===== config.mk =====
export PLATFORM = sky130hd
export DESIGN_NAME = cmpa_regs
export DESIGN_NICKNAME = d
export VERILOG_FILES = /design/src/design/cmpa_pkg.sv /design/src/design/cmpa_regs.sv
export SDC_FILE = /design/constraint.sdc
export NUM_CORES = 1
export LEC_CHECK = 0
export ABC_AREA = 1
export BUFFER_PORTS_ARGS = -buffer_cell sky130_fd_sc_hd__buf_2
export CAP_MARGIN = 15
export CORE_MARGIN = 3
export CORE_UTILIZATION = 51
export CTS_BUF_LIST = sky130_fd_sc_hd__clkbuf_4 sky130_fd_sc_hd__clkbuf_8 sky130_fd_sc_hd__clkbuf_16
export CTS_CLUSTER_DIAMETER = 200
export DETAILED_ROUTE_END_ITERATION = 6
export PLACE_DENSITY = 0.85
export SYNTH_ARGS = -nofsm -noshare
export SYNTH_HDL_FRONTEND = slang
export SYNTH_SLANG_ARGS = --single-unit
export TNS_END_PERCENT = 5

===== constraint.sdc =====
create_clock -name mclk -period 3.3 [get_ports mclk]
set_clock_uncertainty 0.2 [all_clocks]
set_input_delay 0.66 -clock mclk [delete_from_list [all_inputs] [get_ports mclk]]
set_output_delay 0.66 -clock mclk [all_outputs]
set_load 0.02 [all_outputs]

===== src/design/cmpa_pkg.sv =====
// Package: register map, field positions, response codes and analog-side types for the comparator control block
package cmpa_pkg;

  // ---------------------------------------------------------------
  // Register indices and byte addresses
  // ---------------------------------------------------------------
  localparam logic [7:0] CMPA_IDX_CTL1 = 8'h59;
  localparam logic [7:0] CMPA_IDX_CTL2 = 8'h5a;
  localparam logic [7:0] CMPA_IDX_PBD = 8'h5b;
  localparam logic [11:0] CMPA_ADDR_CTL1 = {2'h0, CMPA_IDX_CTL1, 2'h0};
  localparam logic [11:0] CMPA_ADDR_CTL2 = {2'h0, CMPA_IDX_CTL2, 2'h0};
  localparam logic [11:0] CMPA_ADDR_PBD = {2'h0, CMPA_IDX_PBD, 2'h0};

  // ---------------------------------------------------------------
  // Field positions
  // ---------------------------------------------------------------
  localparam int CMPA_B_SWAP = 7;
  localparam int CMPA_B_RSEL = 6;
  localparam int CMPA_B_REFHI = 5;
  localparam int CMPA_B_REFLO = 4;
  localparam int CMPA_B_ON = 3;
  localparam int CMPA_B_IES = 2;
  localparam int CMPA_B_IE = 1;
  localparam int CMPA_B_IFG = 0;
  localparam int CMPA_B_PIN1 = 3;
  localparam int CMPA_B_PIN0 = 2;
  localparam int CMPA_B_FILT = 1;
  localparam int CMPA_B_RES = 0;

  // ---------------------------------------------------------------
  // Reset values and responses
  // ---------------------------------------------------------------
  localparam logic [7:0] CMPA_RST_REG = 8'h00;
  localparam logic [1:0] CMPA_RESP_OKAY = 2'h0;
  localparam logic [1:0] CMPA_RESP_SLVERR = 2'h2;

  // ---------------------------------------------------------------
  // Reference level codes
  // ---------------------------------------------------------------
  typedef enum logic [1:0] {
    CMPA_REF_OFF = 2'b00,
    CMPA_REF_QUARTER = 2'b01,
    CMPA_REF_HALF = 2'b10,
    CMPA_REF_DIODE = 2'b11
  } cmpa_ref_t;

  // ---------------------------------------------------------------
  // Analog-side controls
  // ---------------------------------------------------------------
  typedef struct packed {
    logic comparator_on;
    logic input_swap;
    logic ref_to_plus;
    logic ref_to_minus;
    logic ref_enable;
    cmpa_ref_t ref_level_sel;
    logic output_filter_en;
    logic pin_to_input_one;
    logic pin_to_input_zero;
  } cmpa_analog_t;

endpackage


===== src/design/cmpa_regs.sv =====
// Comparator control and status registers with AXI4-Lite slave
//
// Chosen here: the AXI4-Lite slave port and the placing of the registers.
`timescale 1ns/1ps
// Overview of operation
// Swap exchanges inputs and inverts reported output
// Reference terminal select, mapping reversed when swapped
// Two-bit reference level: off, quarter, half, diode
// Comparator-on powers comparator; reference independent
// Edge select: 0 rising, 1 falling
// Filter enable routes output through filter
// Control-two bit 3 connects pin to input one
// Control-two bit 2 connects pin to input zero
// Each disable bit turns off its buffer
// Disable bit n governs port pin n
// Result high when plus exceeds minus; off reads low
// Flag set on edge; cleared by service or software
// Request needs flag, enable and global enable
// Result read-only; all else resets zero
module cmpa_regs
  import cmpa_pkg::*;
(
  // Clock and reset
  input wire logic mclk,
  input wire logic rstn,
  // AXI4-Lite write address
  input wire logic s_axi_awvalid,
  output logic s_axi_awready,
  input wire logic [11:0] s_axi_awaddr,
  // AXI4-Lite write data
  input wire logic s_axi_wvalid,
  output logic s_axi_wready,
  input wire logic [31:0] s_axi_wdata,
  input wire logic [3:0] s_axi_wstrb,
  // AXI4-Lite write response
  output logic s_axi_bvalid,
  input wire logic s_axi_bready,
  output logic [1:0] s_axi_bresp,
  // AXI4-Lite read address
  input wire logic s_axi_arvalid,
  output logic s_axi_arready,
  input wire logic [11:0] s_axi_araddr,
  // AXI4-Lite read data
  input wire logic s_axi_rvalid_unused_n,
  output logic s_axi_rvalid,
  input wire logic s_axi_rready,
  output logic [31:0] s_axi_rdata,
  output logic [1:0] s_axi_rresp,
  // Analog comparator side
  input wire logic raw_decision,
  input wire logic filtered_decision,
  output cmpa_analog_t analog_ctl,
  // Port pins
  output logic [7:0] pin_buffer_en,
  // Processor interrupt side
  input wire logic global_irq_enable,
  input wire logic irq_ack,
  output logic irq_req,
  output logic comparator_result
);

  // ---------------------------------------------------------------
  // Storage
  // ---------------------------------------------------------------
  logic [7:1] ctl1_hi_q;
  logic flag_q;
  logic [7:0] ctl1_q;
  logic [3:0] ctl2_q;
  logic [7:0] pbd_q;
  logic result_q;
  logic result_prev_q;
  logic aw_held_q;
  logic w_held_q;
  logic [11:0] awaddr_q;
  logic [7:0] wbyte_q;
  logic wlane_q;
  logic bvalid_q;
  logic [1:0] bresp_q;
  logic rvalid_q;
  logic [31:0] rdata_q;
  logic [1:0] rresp_q;

  logic do_write;
  logic [11:0] wr_addr;
  logic [7:0] wr_byte;
  logic wr_lane;
  logic wr_ctl1;
  logic wr_ctl2;
  logic wr_pbd;
  logic wr_hit;
  logic result_d;
  logic edge_seen;
  logic [7:0] ctl2_view;
  logic aw_take;
  logic w_take;
  logic ar_take;
  logic flag_set;
  logic flag_wr;
  logic flag_clr;
  logic [7:0] rd_byte;
  logic rd_hit;

  // ---------------------------------------------------------------
  // Write channel
  // ---------------------------------------------------------------
  assign s_axi_awready = !aw_held_q && !bvalid_q;
  assign s_axi_wready = !w_held_q && !bvalid_q;
  assign aw_take = s_axi_awvalid && s_axi_awready;
  assign w_take = s_axi_wvalid && s_axi_wready;

  assign wr_addr = aw_held_q ? awaddr_q : s_axi_awaddr;
  assign wr_byte = w_held_q ? wbyte_q : s_axi_wdata[7:0];
  assign wr_lane = w_held_q ? wlane_q : s_axi_wstrb[0];
  // Both halves present, now or earlier
  assign do_write = (aw_held_q || aw_take) && (w_held_q || w_take);
  assign wr_hit = (wr_addr == CMPA_ADDR_CTL1) || (wr_addr == CMPA_ADDR_CTL2) ||
                  (wr_addr == CMPA_ADDR_PBD);
  assign wr_ctl1 = do_write && wr_lane && (wr_addr == CMPA_ADDR_CTL1);
  assign wr_ctl2 = do_write && wr_lane && (wr_addr == CMPA_ADDR_CTL2);
  assign wr_pbd = do_write && wr_lane && (wr_addr == CMPA_ADDR_PBD);

  // Address taken ahead of its data
  always_ff @(posedge mclk or negedge rstn) begin
    if (!rstn) begin
      aw_held_q <= 1'b0;
    end else if (do_write) begin
      aw_held_q <= 1'b0;
    end else if (aw_take) begin
      aw_held_q <= 1'b1;
    end
  end

  always_ff @(posedge mclk or negedge rstn) begin
    if (!rstn) begin
      awaddr_q <= 12'h000;
    end else if (aw_take && !do_write) begin
      awaddr_q <= s_axi_awaddr;
    end
  end

  // Data taken ahead of its address
  always_ff @(posedge mclk or negedge rstn) begin
    if (!rstn) begin
      w_held_q <= 1'b0;
    end else if (do_write) begin
      w_held_q <= 1'b0;
    end else if (w_take) begin
      w_held_q <= 1'b1;
    end
  end

  always_ff @(posedge mclk or negedge rstn) begin
    if (!rstn) begin
      wbyte_q <= 8'h00;
      wlane_q <= 1'b0;
    end else if (w_take && !do_write) begin
      wbyte_q <= s_axi_wdata[7:0];
      wlane_q <= s_axi_wstrb[0];
    end
  end

  // ---------------------------------------------------------------
  // Write response
  // ---------------------------------------------------------------
  always_ff @(posedge mclk or negedge rstn) begin
    if (!rstn) begin
      bvalid_q <= 1'b0;
    end else if (do_write) begin
      bvalid_q <= 1'b1;
    end else if (s_axi_bready) begin
      bvalid_q <= 1'b0;
    end
  end

  always_ff @(posedge mclk or negedge rstn) begin
    if (!rstn) begin
      bresp_q <= CMPA_RESP_OKAY;
    end else if (do_write) begin
      bresp_q <= wr_hit ? CMPA_RESP_OKAY : CMPA_RESP_SLVERR;
    end
  end

  assign s_axi_bvalid = bvalid_q;
  assign s_axi_bresp = bresp_q;

  // ---------------------------------------------------------------
  // Control registers
  // ---------------------------------------------------------------
  // Zero after reset
  always_ff @(posedge mclk or negedge rstn) begin
    if (!rstn) begin
      ctl1_hi_q <= CMPA_RST_REG[7:1];
    end else if (wr_ctl1) begin
      ctl1_hi_q <= wr_byte[7:1];
    end
  end

  // Result bit not writable
  always_ff @(posedge mclk or negedge rstn) begin
    if (!rstn) begin
      ctl2_q <= CMPA_RST_REG[3:0];
    end else if (wr_ctl2) begin
      ctl2_q <= wr_byte[3:0];
    end
  end

  always_ff @(posedge mclk or negedge rstn) begin
    if (!rstn) begin
      pbd_q <= CMPA_RST_REG;
    end else if (wr_pbd) begin
      pbd_q <= wr_byte;
    end
  end

  // ---------------------------------------------------------------
  // Comparator result and edge
  // ---------------------------------------------------------------
  // Off reads low, swap inverts, filter selects
  always_comb begin
    result_d = ctl2_q[CMPA_B_FILT] ? filtered_decision : raw_decision;
    result_d = result_d ^ ctl1_q[CMPA_B_SWAP];
    result_d = result_d && ctl1_q[CMPA_B_ON];
  end

  always_ff @(posedge mclk or negedge rstn) begin
    if (!rstn) begin
      result_q <= 1'b0;
    end else begin
      result_q <= result_d;
    end
  end

  // Previous result for edge detection
  always_ff @(posedge mclk or negedge rstn) begin
    if (!rstn) begin
      result_prev_q <= 1'b0;
    end else begin
      result_prev_q <= result_q;
    end
  end

  // Rising or falling edge
  assign edge_seen = ctl1_q[CMPA_B_IES] ? (result_prev_q && !result_q) :
                                         (!result_prev_q && result_q);

  assign comparator_result = result_q;

  // ---------------------------------------------------------------
  // Interrupt flag and request
  // ---------------------------------------------------------------
  assign flag_set = edge_seen;
  assign flag_wr = wr_ctl1;
  assign flag_clr = irq_ack;

  // Edge sets flag, set beats clear
  always_ff @(posedge mclk or negedge rstn) begin
    if (!rstn) begin
      flag_q <= 1'b0;
    end else if (flag_set) begin
      flag_q <= 1'b1;
    end else if (flag_wr) begin
      flag_q <= wr_byte[CMPA_B_IFG];
    end else if (flag_clr) begin
      flag_q <= 1'b0;
    end
  end

  assign ctl1_q = {ctl1_hi_q, flag_q};

  // Gated request
  assign irq_req = flag_q && ctl1_q[CMPA_B_IE] && global_irq_enable;

  // ---------------------------------------------------------------
  // Analog controls
  // ---------------------------------------------------------------
  always_comb begin
    // Power bit
    analog_ctl.comparator_on = ctl1_q[CMPA_B_ON];
    // Input exchange
    analog_ctl.input_swap = ctl1_q[CMPA_B_SWAP];
    // Reference terminal mapping
    analog_ctl.ref_to_plus = !(ctl1_q[CMPA_B_RSEL] ^ ctl1_q[CMPA_B_SWAP]);
    analog_ctl.ref_to_minus = ctl1_q[CMPA_B_RSEL] ^ ctl1_q[CMPA_B_SWAP];
    // Level code, off disables generator
    analog_ctl.ref_level_sel = cmpa_ref_t'(ctl1_q[CMPA_B_REFHI:CMPA_B_REFLO]);
    analog_ctl.ref_enable = (ctl1_q[CMPA_B_REFHI:CMPA_B_REFLO] != CMPA_REF_OFF);
    // Filter select
    analog_ctl.output_filter_en = ctl2_q[CMPA_B_FILT];
    // Pin to input one
    analog_ctl.pin_to_input_one = ctl2_q[CMPA_B_PIN1];
    // Pin to input zero
    analog_ctl.pin_to_input_zero = ctl2_q[CMPA_B_PIN0];
  end

  // ---------------------------------------------------------------
  // Port buffer enables
  // ---------------------------------------------------------------
  // Buffer n from bit n
  genvar gi;
  generate
    for (gi = 0; gi < 8; gi++) begin : g_pbd
      assign pin_buffer_en[gi] = !pbd_q[gi];
    end
  endgenerate

  // ---------------------------------------------------------------
  // Read channel
  // ---------------------------------------------------------------
  assign s_axi_arready = !rvalid_q;
  assign ar_take = s_axi_arvalid && s_axi_arready;
  assign ctl2_view = {4'h0, ctl2_q[3:1], result_q};

  // Unmapped addresses read zero
  always_comb begin
    rd_byte = 8'h00;
    rd_hit = 1'b1;
    unique case (s_axi_araddr)
      CMPA_ADDR_CTL1: rd_byte = ctl1_q;
      CMPA_ADDR_CTL2: rd_byte = ctl2_view;
      CMPA_ADDR_PBD: rd_byte = pbd_q;
      default: rd_hit = 1'b0;
    endcase
  end

  always_ff @(posedge mclk or negedge rstn) begin
    if (!rstn) begin
      rvalid_q <= 1'b0;
    end else if (ar_take) begin
      rvalid_q <= 1'b1;
    end else if (s_axi_rready) begin
      rvalid_q <= 1'b0;
    end
  end

  always_ff @(posedge mclk or negedge rstn) begin
    if (!rstn) begin
      rdata_q <= 32'h00000000;
      rresp_q <= CMPA_RESP_OKAY;
    end else if (ar_take) begin
      rdata_q <= {24'h000000, rd_byte};
      rresp_q <= rd_hit ? CMPA_RESP_OKAY : CMPA_RESP_SLVERR;
    end
  end

  assign s_axi_rvalid = rvalid_q;
  assign s_axi_rdata = rdata_q;
  assign s_axi_rresp = rresp_q;

endmodule


* Word-level counts from Yosys, hierarchy flattened *
Cells that the tools add are included.
W data, S select, Z words.

storage, ports and cells
  register bits after elaboration = 59
  input port bits = 72
  output and inout port bits = 61
  logic and storage cells = 88

operators by class
  equality and inequality tests = 6
  mux-type cells = 20
  bitwise operators = 2
  reductions and logical operators = 44

operators by type and width
  operator               number
  $eq A12 B9 Y1 const B  6
  $pmux W8 S3            1
  $logic_and A1 B1 Y1    17
  $logic_not A1 Y1       16
  $mux W1                15
  $mux W12               1
  $reduce_bool A2 Y1     5
  $mux W8                1
  $logic_or A1 B1 Y1     4
  $mux W2                2
  $reduce_bool A3 Y1     1
  $reduce_or A3 Y1       1
  $xor A1 B1 Y1          2

* Depth between registers and ports, before layout *
  depth after elaboration = 9
  mapped depth = 11
  gate-level depth less buffers = 9

* Worst setup path after synthesis *
Ideal clock, no wire load.

  kind = flip-flop to output port
  from = register ctl1_hi_q[7] in the netlist's numbering
  to = output port analog_ctl[6] in the netlist's numbering
  arrival time = 1.055 ns
  required time = 2.440 ns
  path slack = 1.385 ns
  stages on the path, launching flop included = 3
  buffers on the path = 0
  cells stage by stage = dfrtp_1 xnor2_1 inv_1

RTL lines
  item                    RTL line          RTL
  start, declared         cmpa_regs.sv:65   logic [7:1] ctl1_hi_q;
  start signal, assigned  cmpa_regs.sv:192  ctl1_hi_q <= CMPA_RST_REG[7:1];
  start signal, assigned  cmpa_regs.sv:194  ctl1_hi_q <= wr_byte[7:1];
  end, declared           cmpa_regs.sv:52   output cmpa_analog_t analog_ctl,

* Final worst setup path *
  from = register aw_held_q
  to = output port s_axi_awready

between the ends
  longest elaborated chain between the ends = 2

ends and longest elaborated chain
  item                    RTL line          RTL
  start, declared         cmpa_regs.sv:72   logic aw_held_q;
  start signal, assigned  cmpa_regs.sv:125  aw_held_q <= 1'b0;
  start signal, assigned  cmpa_regs.sv:127  aw_held_q <= 1'b0;
  start signal, assigned  cmpa_regs.sv:129  aw_held_q <= 1'b1;
  $logic_not A1 Y1        cmpa_regs.sv:106  assign s_axi_awready = !aw_held_q && !bvalid_q;
  $logic_and A1 B1 Y1     cmpa_regs.sv:106
  end, declared           cmpa_regs.sv:28   output logic s_axi_awready,

Every way passes these cells.

==> run_results.csv <==
group,metric,value,unit
sta,total_count_of_max_transition_violations_in_the_final_report,0,
floorplanning,initial_utilization,0.537,
routing,detailedRoute.firstIterationViolations,143,
sta,report.final.setup_viol,0,
clock_network,cts_setup_buffers,0,
synth,post_synth_main_area_contributors,"sky130_fd_sc_hd__dfrtp_1 (47%), sky130_fd_sc_hd__nand2_1 (12%), sky130_fd_sc_hd__buf_4 (7.7%), sky130_fd_sc_hd__o21ai_0 (6.1%), sky130_fd_sc_hd__inv_1 (6.0%)",
routing,antenna_violating_nets_post_route,0,
cells_and_area,num-nets-final,523,
worst_setup_path,data_arrival_critical_path,1.22,ns
pwr,ir_worst_vdd,0.259,mV
synth,async_reset_ff_frac,1.00,
cells_and_area,fillCellCount,496,
floorplanning,die_y,82.8,microns
pwr,p_int,1.25,mW
sta,worst-slew-pin-transition,0.620,ns
pwr,p_sw,0.711,mW
clock_network,cts.root.buffer_cell,"sky130_fd_sc_hd__clkbuf_8",
floorplanning,core_area,5610,sq um
pwr,clock_power_share,0.223,
sta,grt_setup_unrepaired,"false",
pwr,power,1.96,mW
routing,route.final.wire_length,5910,microns
synth,synth_edf_count,0,
grt,globalRoute.busiestLayer,"met2",
synth,post_synth_top_area_cell,"sky130_fd_sc_hd__dfrtp_1",
pwr,pwr-share-seq,0.476,
worst_setup_path,cp-end-kind,"output port",
floorplanning,design.portCount,133,
sta,timing.final.crit_share,0.630,
grt,grt_start_max_net_pins,36,
pwr,static-leakage-power,1.89,nW
floorplanning,die_area,6860,sq um
grt,globalRoute.totalOverflow,0,
grt,first_global_vias,2351,
clock_network,tritoncts.num_buffers,5,
floorplanning,core.rowCount,27,
sta,finalHoldWorstSlack,0.104,ns
cells_and_area,multi_input_comb_area,1220,sq um
synth,synth_cell_types,28,
place,place_hpwl,4710,microns
sta,setup-tns-final,0,ns
run_status,run_status,"finished clean",
grt,met2_usage,0.301,
synth,ys_top_cells_by_count,"sky130_fd_sc_hd__nand2_1 (99), sky130_fd_sc_hd__dfrtp_1 (56), sky130_fd_sc_hd__inv_1 (48), sky130_fd_sc_hd__o21ai_0 (37), sky130_fd_sc_hd__nand3_1 (33)",
synth,postSynthCellCount,379,
synth,synth.ff_latch_count,56,
job,cap_viol_max_count,0,
worst_setup_path,critPathKind,"reg2out",
clock_network,cts.sinks,56,
grt,use_met1,0.216,
clock_network,post_cts_resized,0,
worst_setup_path,worst_setup_path_start_kind,"flop",
cells_and_area,antennaDiodeCount,0,
worst_setup_path,critical_path_peak_fanout,9,
synth,syn_area_per_cell,7.95,sq um
synth,count_of_warnings_emitted_by_yosys,0,
clock_network,worstSkewPairLatency,0.29,ns
cells_and_area,layout.area.seq,1400,sq um
synth,ys_dominant_reg_cell,"sky130_fd_sc_hd__dfrtp_1",
sta,slew_headroom,0.585,
routing,routed_wire_per_std_cell,11.3,microns
clock_network,tritoncts,"done",
sta,timing.final.hold_violations,0,
clock_network,ctsLongestPathBuffers,2,
clock_network,clk_pin_slew,0.09,ns
pwr,power.switching_fraction,0.362,
clock_network,post_cts_hold_buffer_count,0,
routing,viasPerCell,4.76,
routing,post-route-drc-count,0,
sta,max_freq,481,MHz
grt,track_usage,0.176,
cells_and_area,area.growth.synth_to_final,13.6,%
grt,grt.met3_usage,0.0446,
place,globalplace.congestion,0.833,
hold_path,holdCritPathClass,"in2async",
grt,global_route_wire_length_before_repair,10300,microns
place,dpl.cell_count,516,
routing,drtPass1Iterations,4,
pwr,share_comb_of_total_power,0.302,
cells_and_area,drive_above_1_share,0.261,
synth,synth_most_common_cell,"sky130_fd_sc_hd__nand2_1",
routing,vias,2492,
place,port-buffer-count,78,
floorplanning,die_width,82.8,microns
synth,synth_seq_area_share,0.465,
pwr,power.density,574,nW/um^2
grt,antenna_violations_before_repair,0,
sta,min_tclk_post_route,2.08,ns
synth,mappedNetlistArea,3010,sq um
worst_setup_path,cp_data_required_time,2.44,ns
synth,yosys.area.top_type_share,0.465,
cells_and_area,layoutNonFillerInstCount,524,
clock_network,htree_levels,2,
==> power by group through the flow <==
stage	clock network [mW]	registers, mW	logic (mW)
global placement	0	0.941	0.575
global route	0.473	0.953	0.677
CTS	0.445	0.934	0.600
finish	0.437	0.934	0.593
floorplan	0	0.924	0.492
detailed placement	0	0.947	0.599
==> flip-flops by register name, indices dropped and copies added (netlist names), 3 cells and up <==
| name | count |
|---|---|
| pbd_q | 8 |
| ctl2_q | 3 |
| s_axi_rdata | 8 |
| wbyte_q | 8 |
| ctl1_hi_q | 7 |
| awaddr_q | 12 |
==> area by class of cell <==
type | count | area share
Tap cell | 72 | 0.0263
Clock inverter | 2 | 0.0102
Timing Repair Buffer | 79 | 0.116
Clock buffer | 6 | 0.0223
Inverter | 52 | 0.0578
Sequential cell | 56 | 0.410
Multi-Input combinational cell | 257 | 0.358
==> per-stage QoR <==
| step | setup WS [ns] | instance area [sq um] | utilization |
|---|---|---|---|
| 3_5_place_dp | 1.16 | 3310 | 0.590 |
| 5_1_grt | 1.14 | 3420 | 0.610 |
| 6_report | 1.22 | 3420 | 0.610 |
| 2_1_floorplan | 1.38 | 3110 | - |
| 4_1_cts | 1.20 | 3420 | 0.610 |
| 3_3_place_gp | 1.19 | 3310 | 0.590 |
==> worst paths after layout <==
path / startpoint / to / slack, ns / cells after the start
setup / recovery: aw_held_q / s_axi_awready / 1.22 / 2
hold / removal: rstn / s_axi_rdata[5] / 0.10 / 1
setup reg to reg: w_held_q / ctl1_hi_q[3] / 1.40 / 8
hold reg to reg: comparator_result / result_prev_q / 0.28 / 0
max in group asynchronous: rstn / ctl1_hi_q[5] / 1.98 / 2
min in group mclk: comparator_result / result_prev_q / 0.28 / 0
==> cells by family after synthesis <==
group,synth area share
AOI/OAI and AO/OA,0.125
xor gates and xnor gates,0.00291
buffers and inverters,0.160
DFF,0.465
muxes,0.00332
other,0.00125
and+or+nand+nor,0.242
==> routing by layer <==
metal,wire length (microns),up-vias
li1,-,1280
met3,466,8
met4,87,0
met5,0,-
met1,2530,1115
met2,2820,89
==> critical path, cell delays in order (launching register included) <==
cell and delay [ns]:
sky130_fd_sc_hd__dfrtp_1 0.51, sky130_fd_sc_hd__nor2_1 0.21, sky130_fd_sc_hd__buf_2 0.20
==> cell usage in the layout (no fill, tap or decap) <==
cell / n
sky130_fd_sc_hd__conb_1: 26
sky130_fd_sc_hd__inv_2: 3
sky130_fd_sc_hd__dfrtp_1: 56
sky130_fd_sc_hd__clkbuf_4: 1
sky130_fd_sc_hd__o21ai_4: 1
sky130_fd_sc_hd__a21oi_1: 3
sky130_fd_sc_hd__o21ai_0: 37
sky130_fd_sc_hd__xnor2_1: 1
sky130_fd_sc_hd__nand3b_1: 1
sky130_fd_sc_hd__nor2_2: 2
sky130_fd_sc_hd__buf_2: 78
sky130_fd_sc_hd__bufinv_16: 1
sky130_fd_sc_hd__nand3_2: 3
sky130_fd_sc_hd__nor3_4: 1
sky130_fd_sc_hd__buf_4: 1
sky130_fd_sc_hd__mux2i_1: 1
sky130_fd_sc_hd__nand2_2: 4
sky130_fd_sc_hd__o21ai_1: 4
sky130_fd_sc_hd__nand3_1: 33
sky130_fd_sc_hd__nand2_1: 99
sky130_fd_sc_hd__inv_1: 48
sky130_fd_sc_hd__nor3_1: 1
sky130_fd_sc_hd__inv_4: 1
sky130_fd_sc_hd__clkbuf_8: 5
sky130_fd_sc_hd__nor2_1: 24
sky130_fd_sc_hd__o21bai_4: 1
sky130_fd_sc_hd__clkinv_2: 1
sky130_fd_sc_hd__or2_2: 1
sky130_fd_sc_hd__o21ai_2: 14
(Power assumes the default switching activity.)
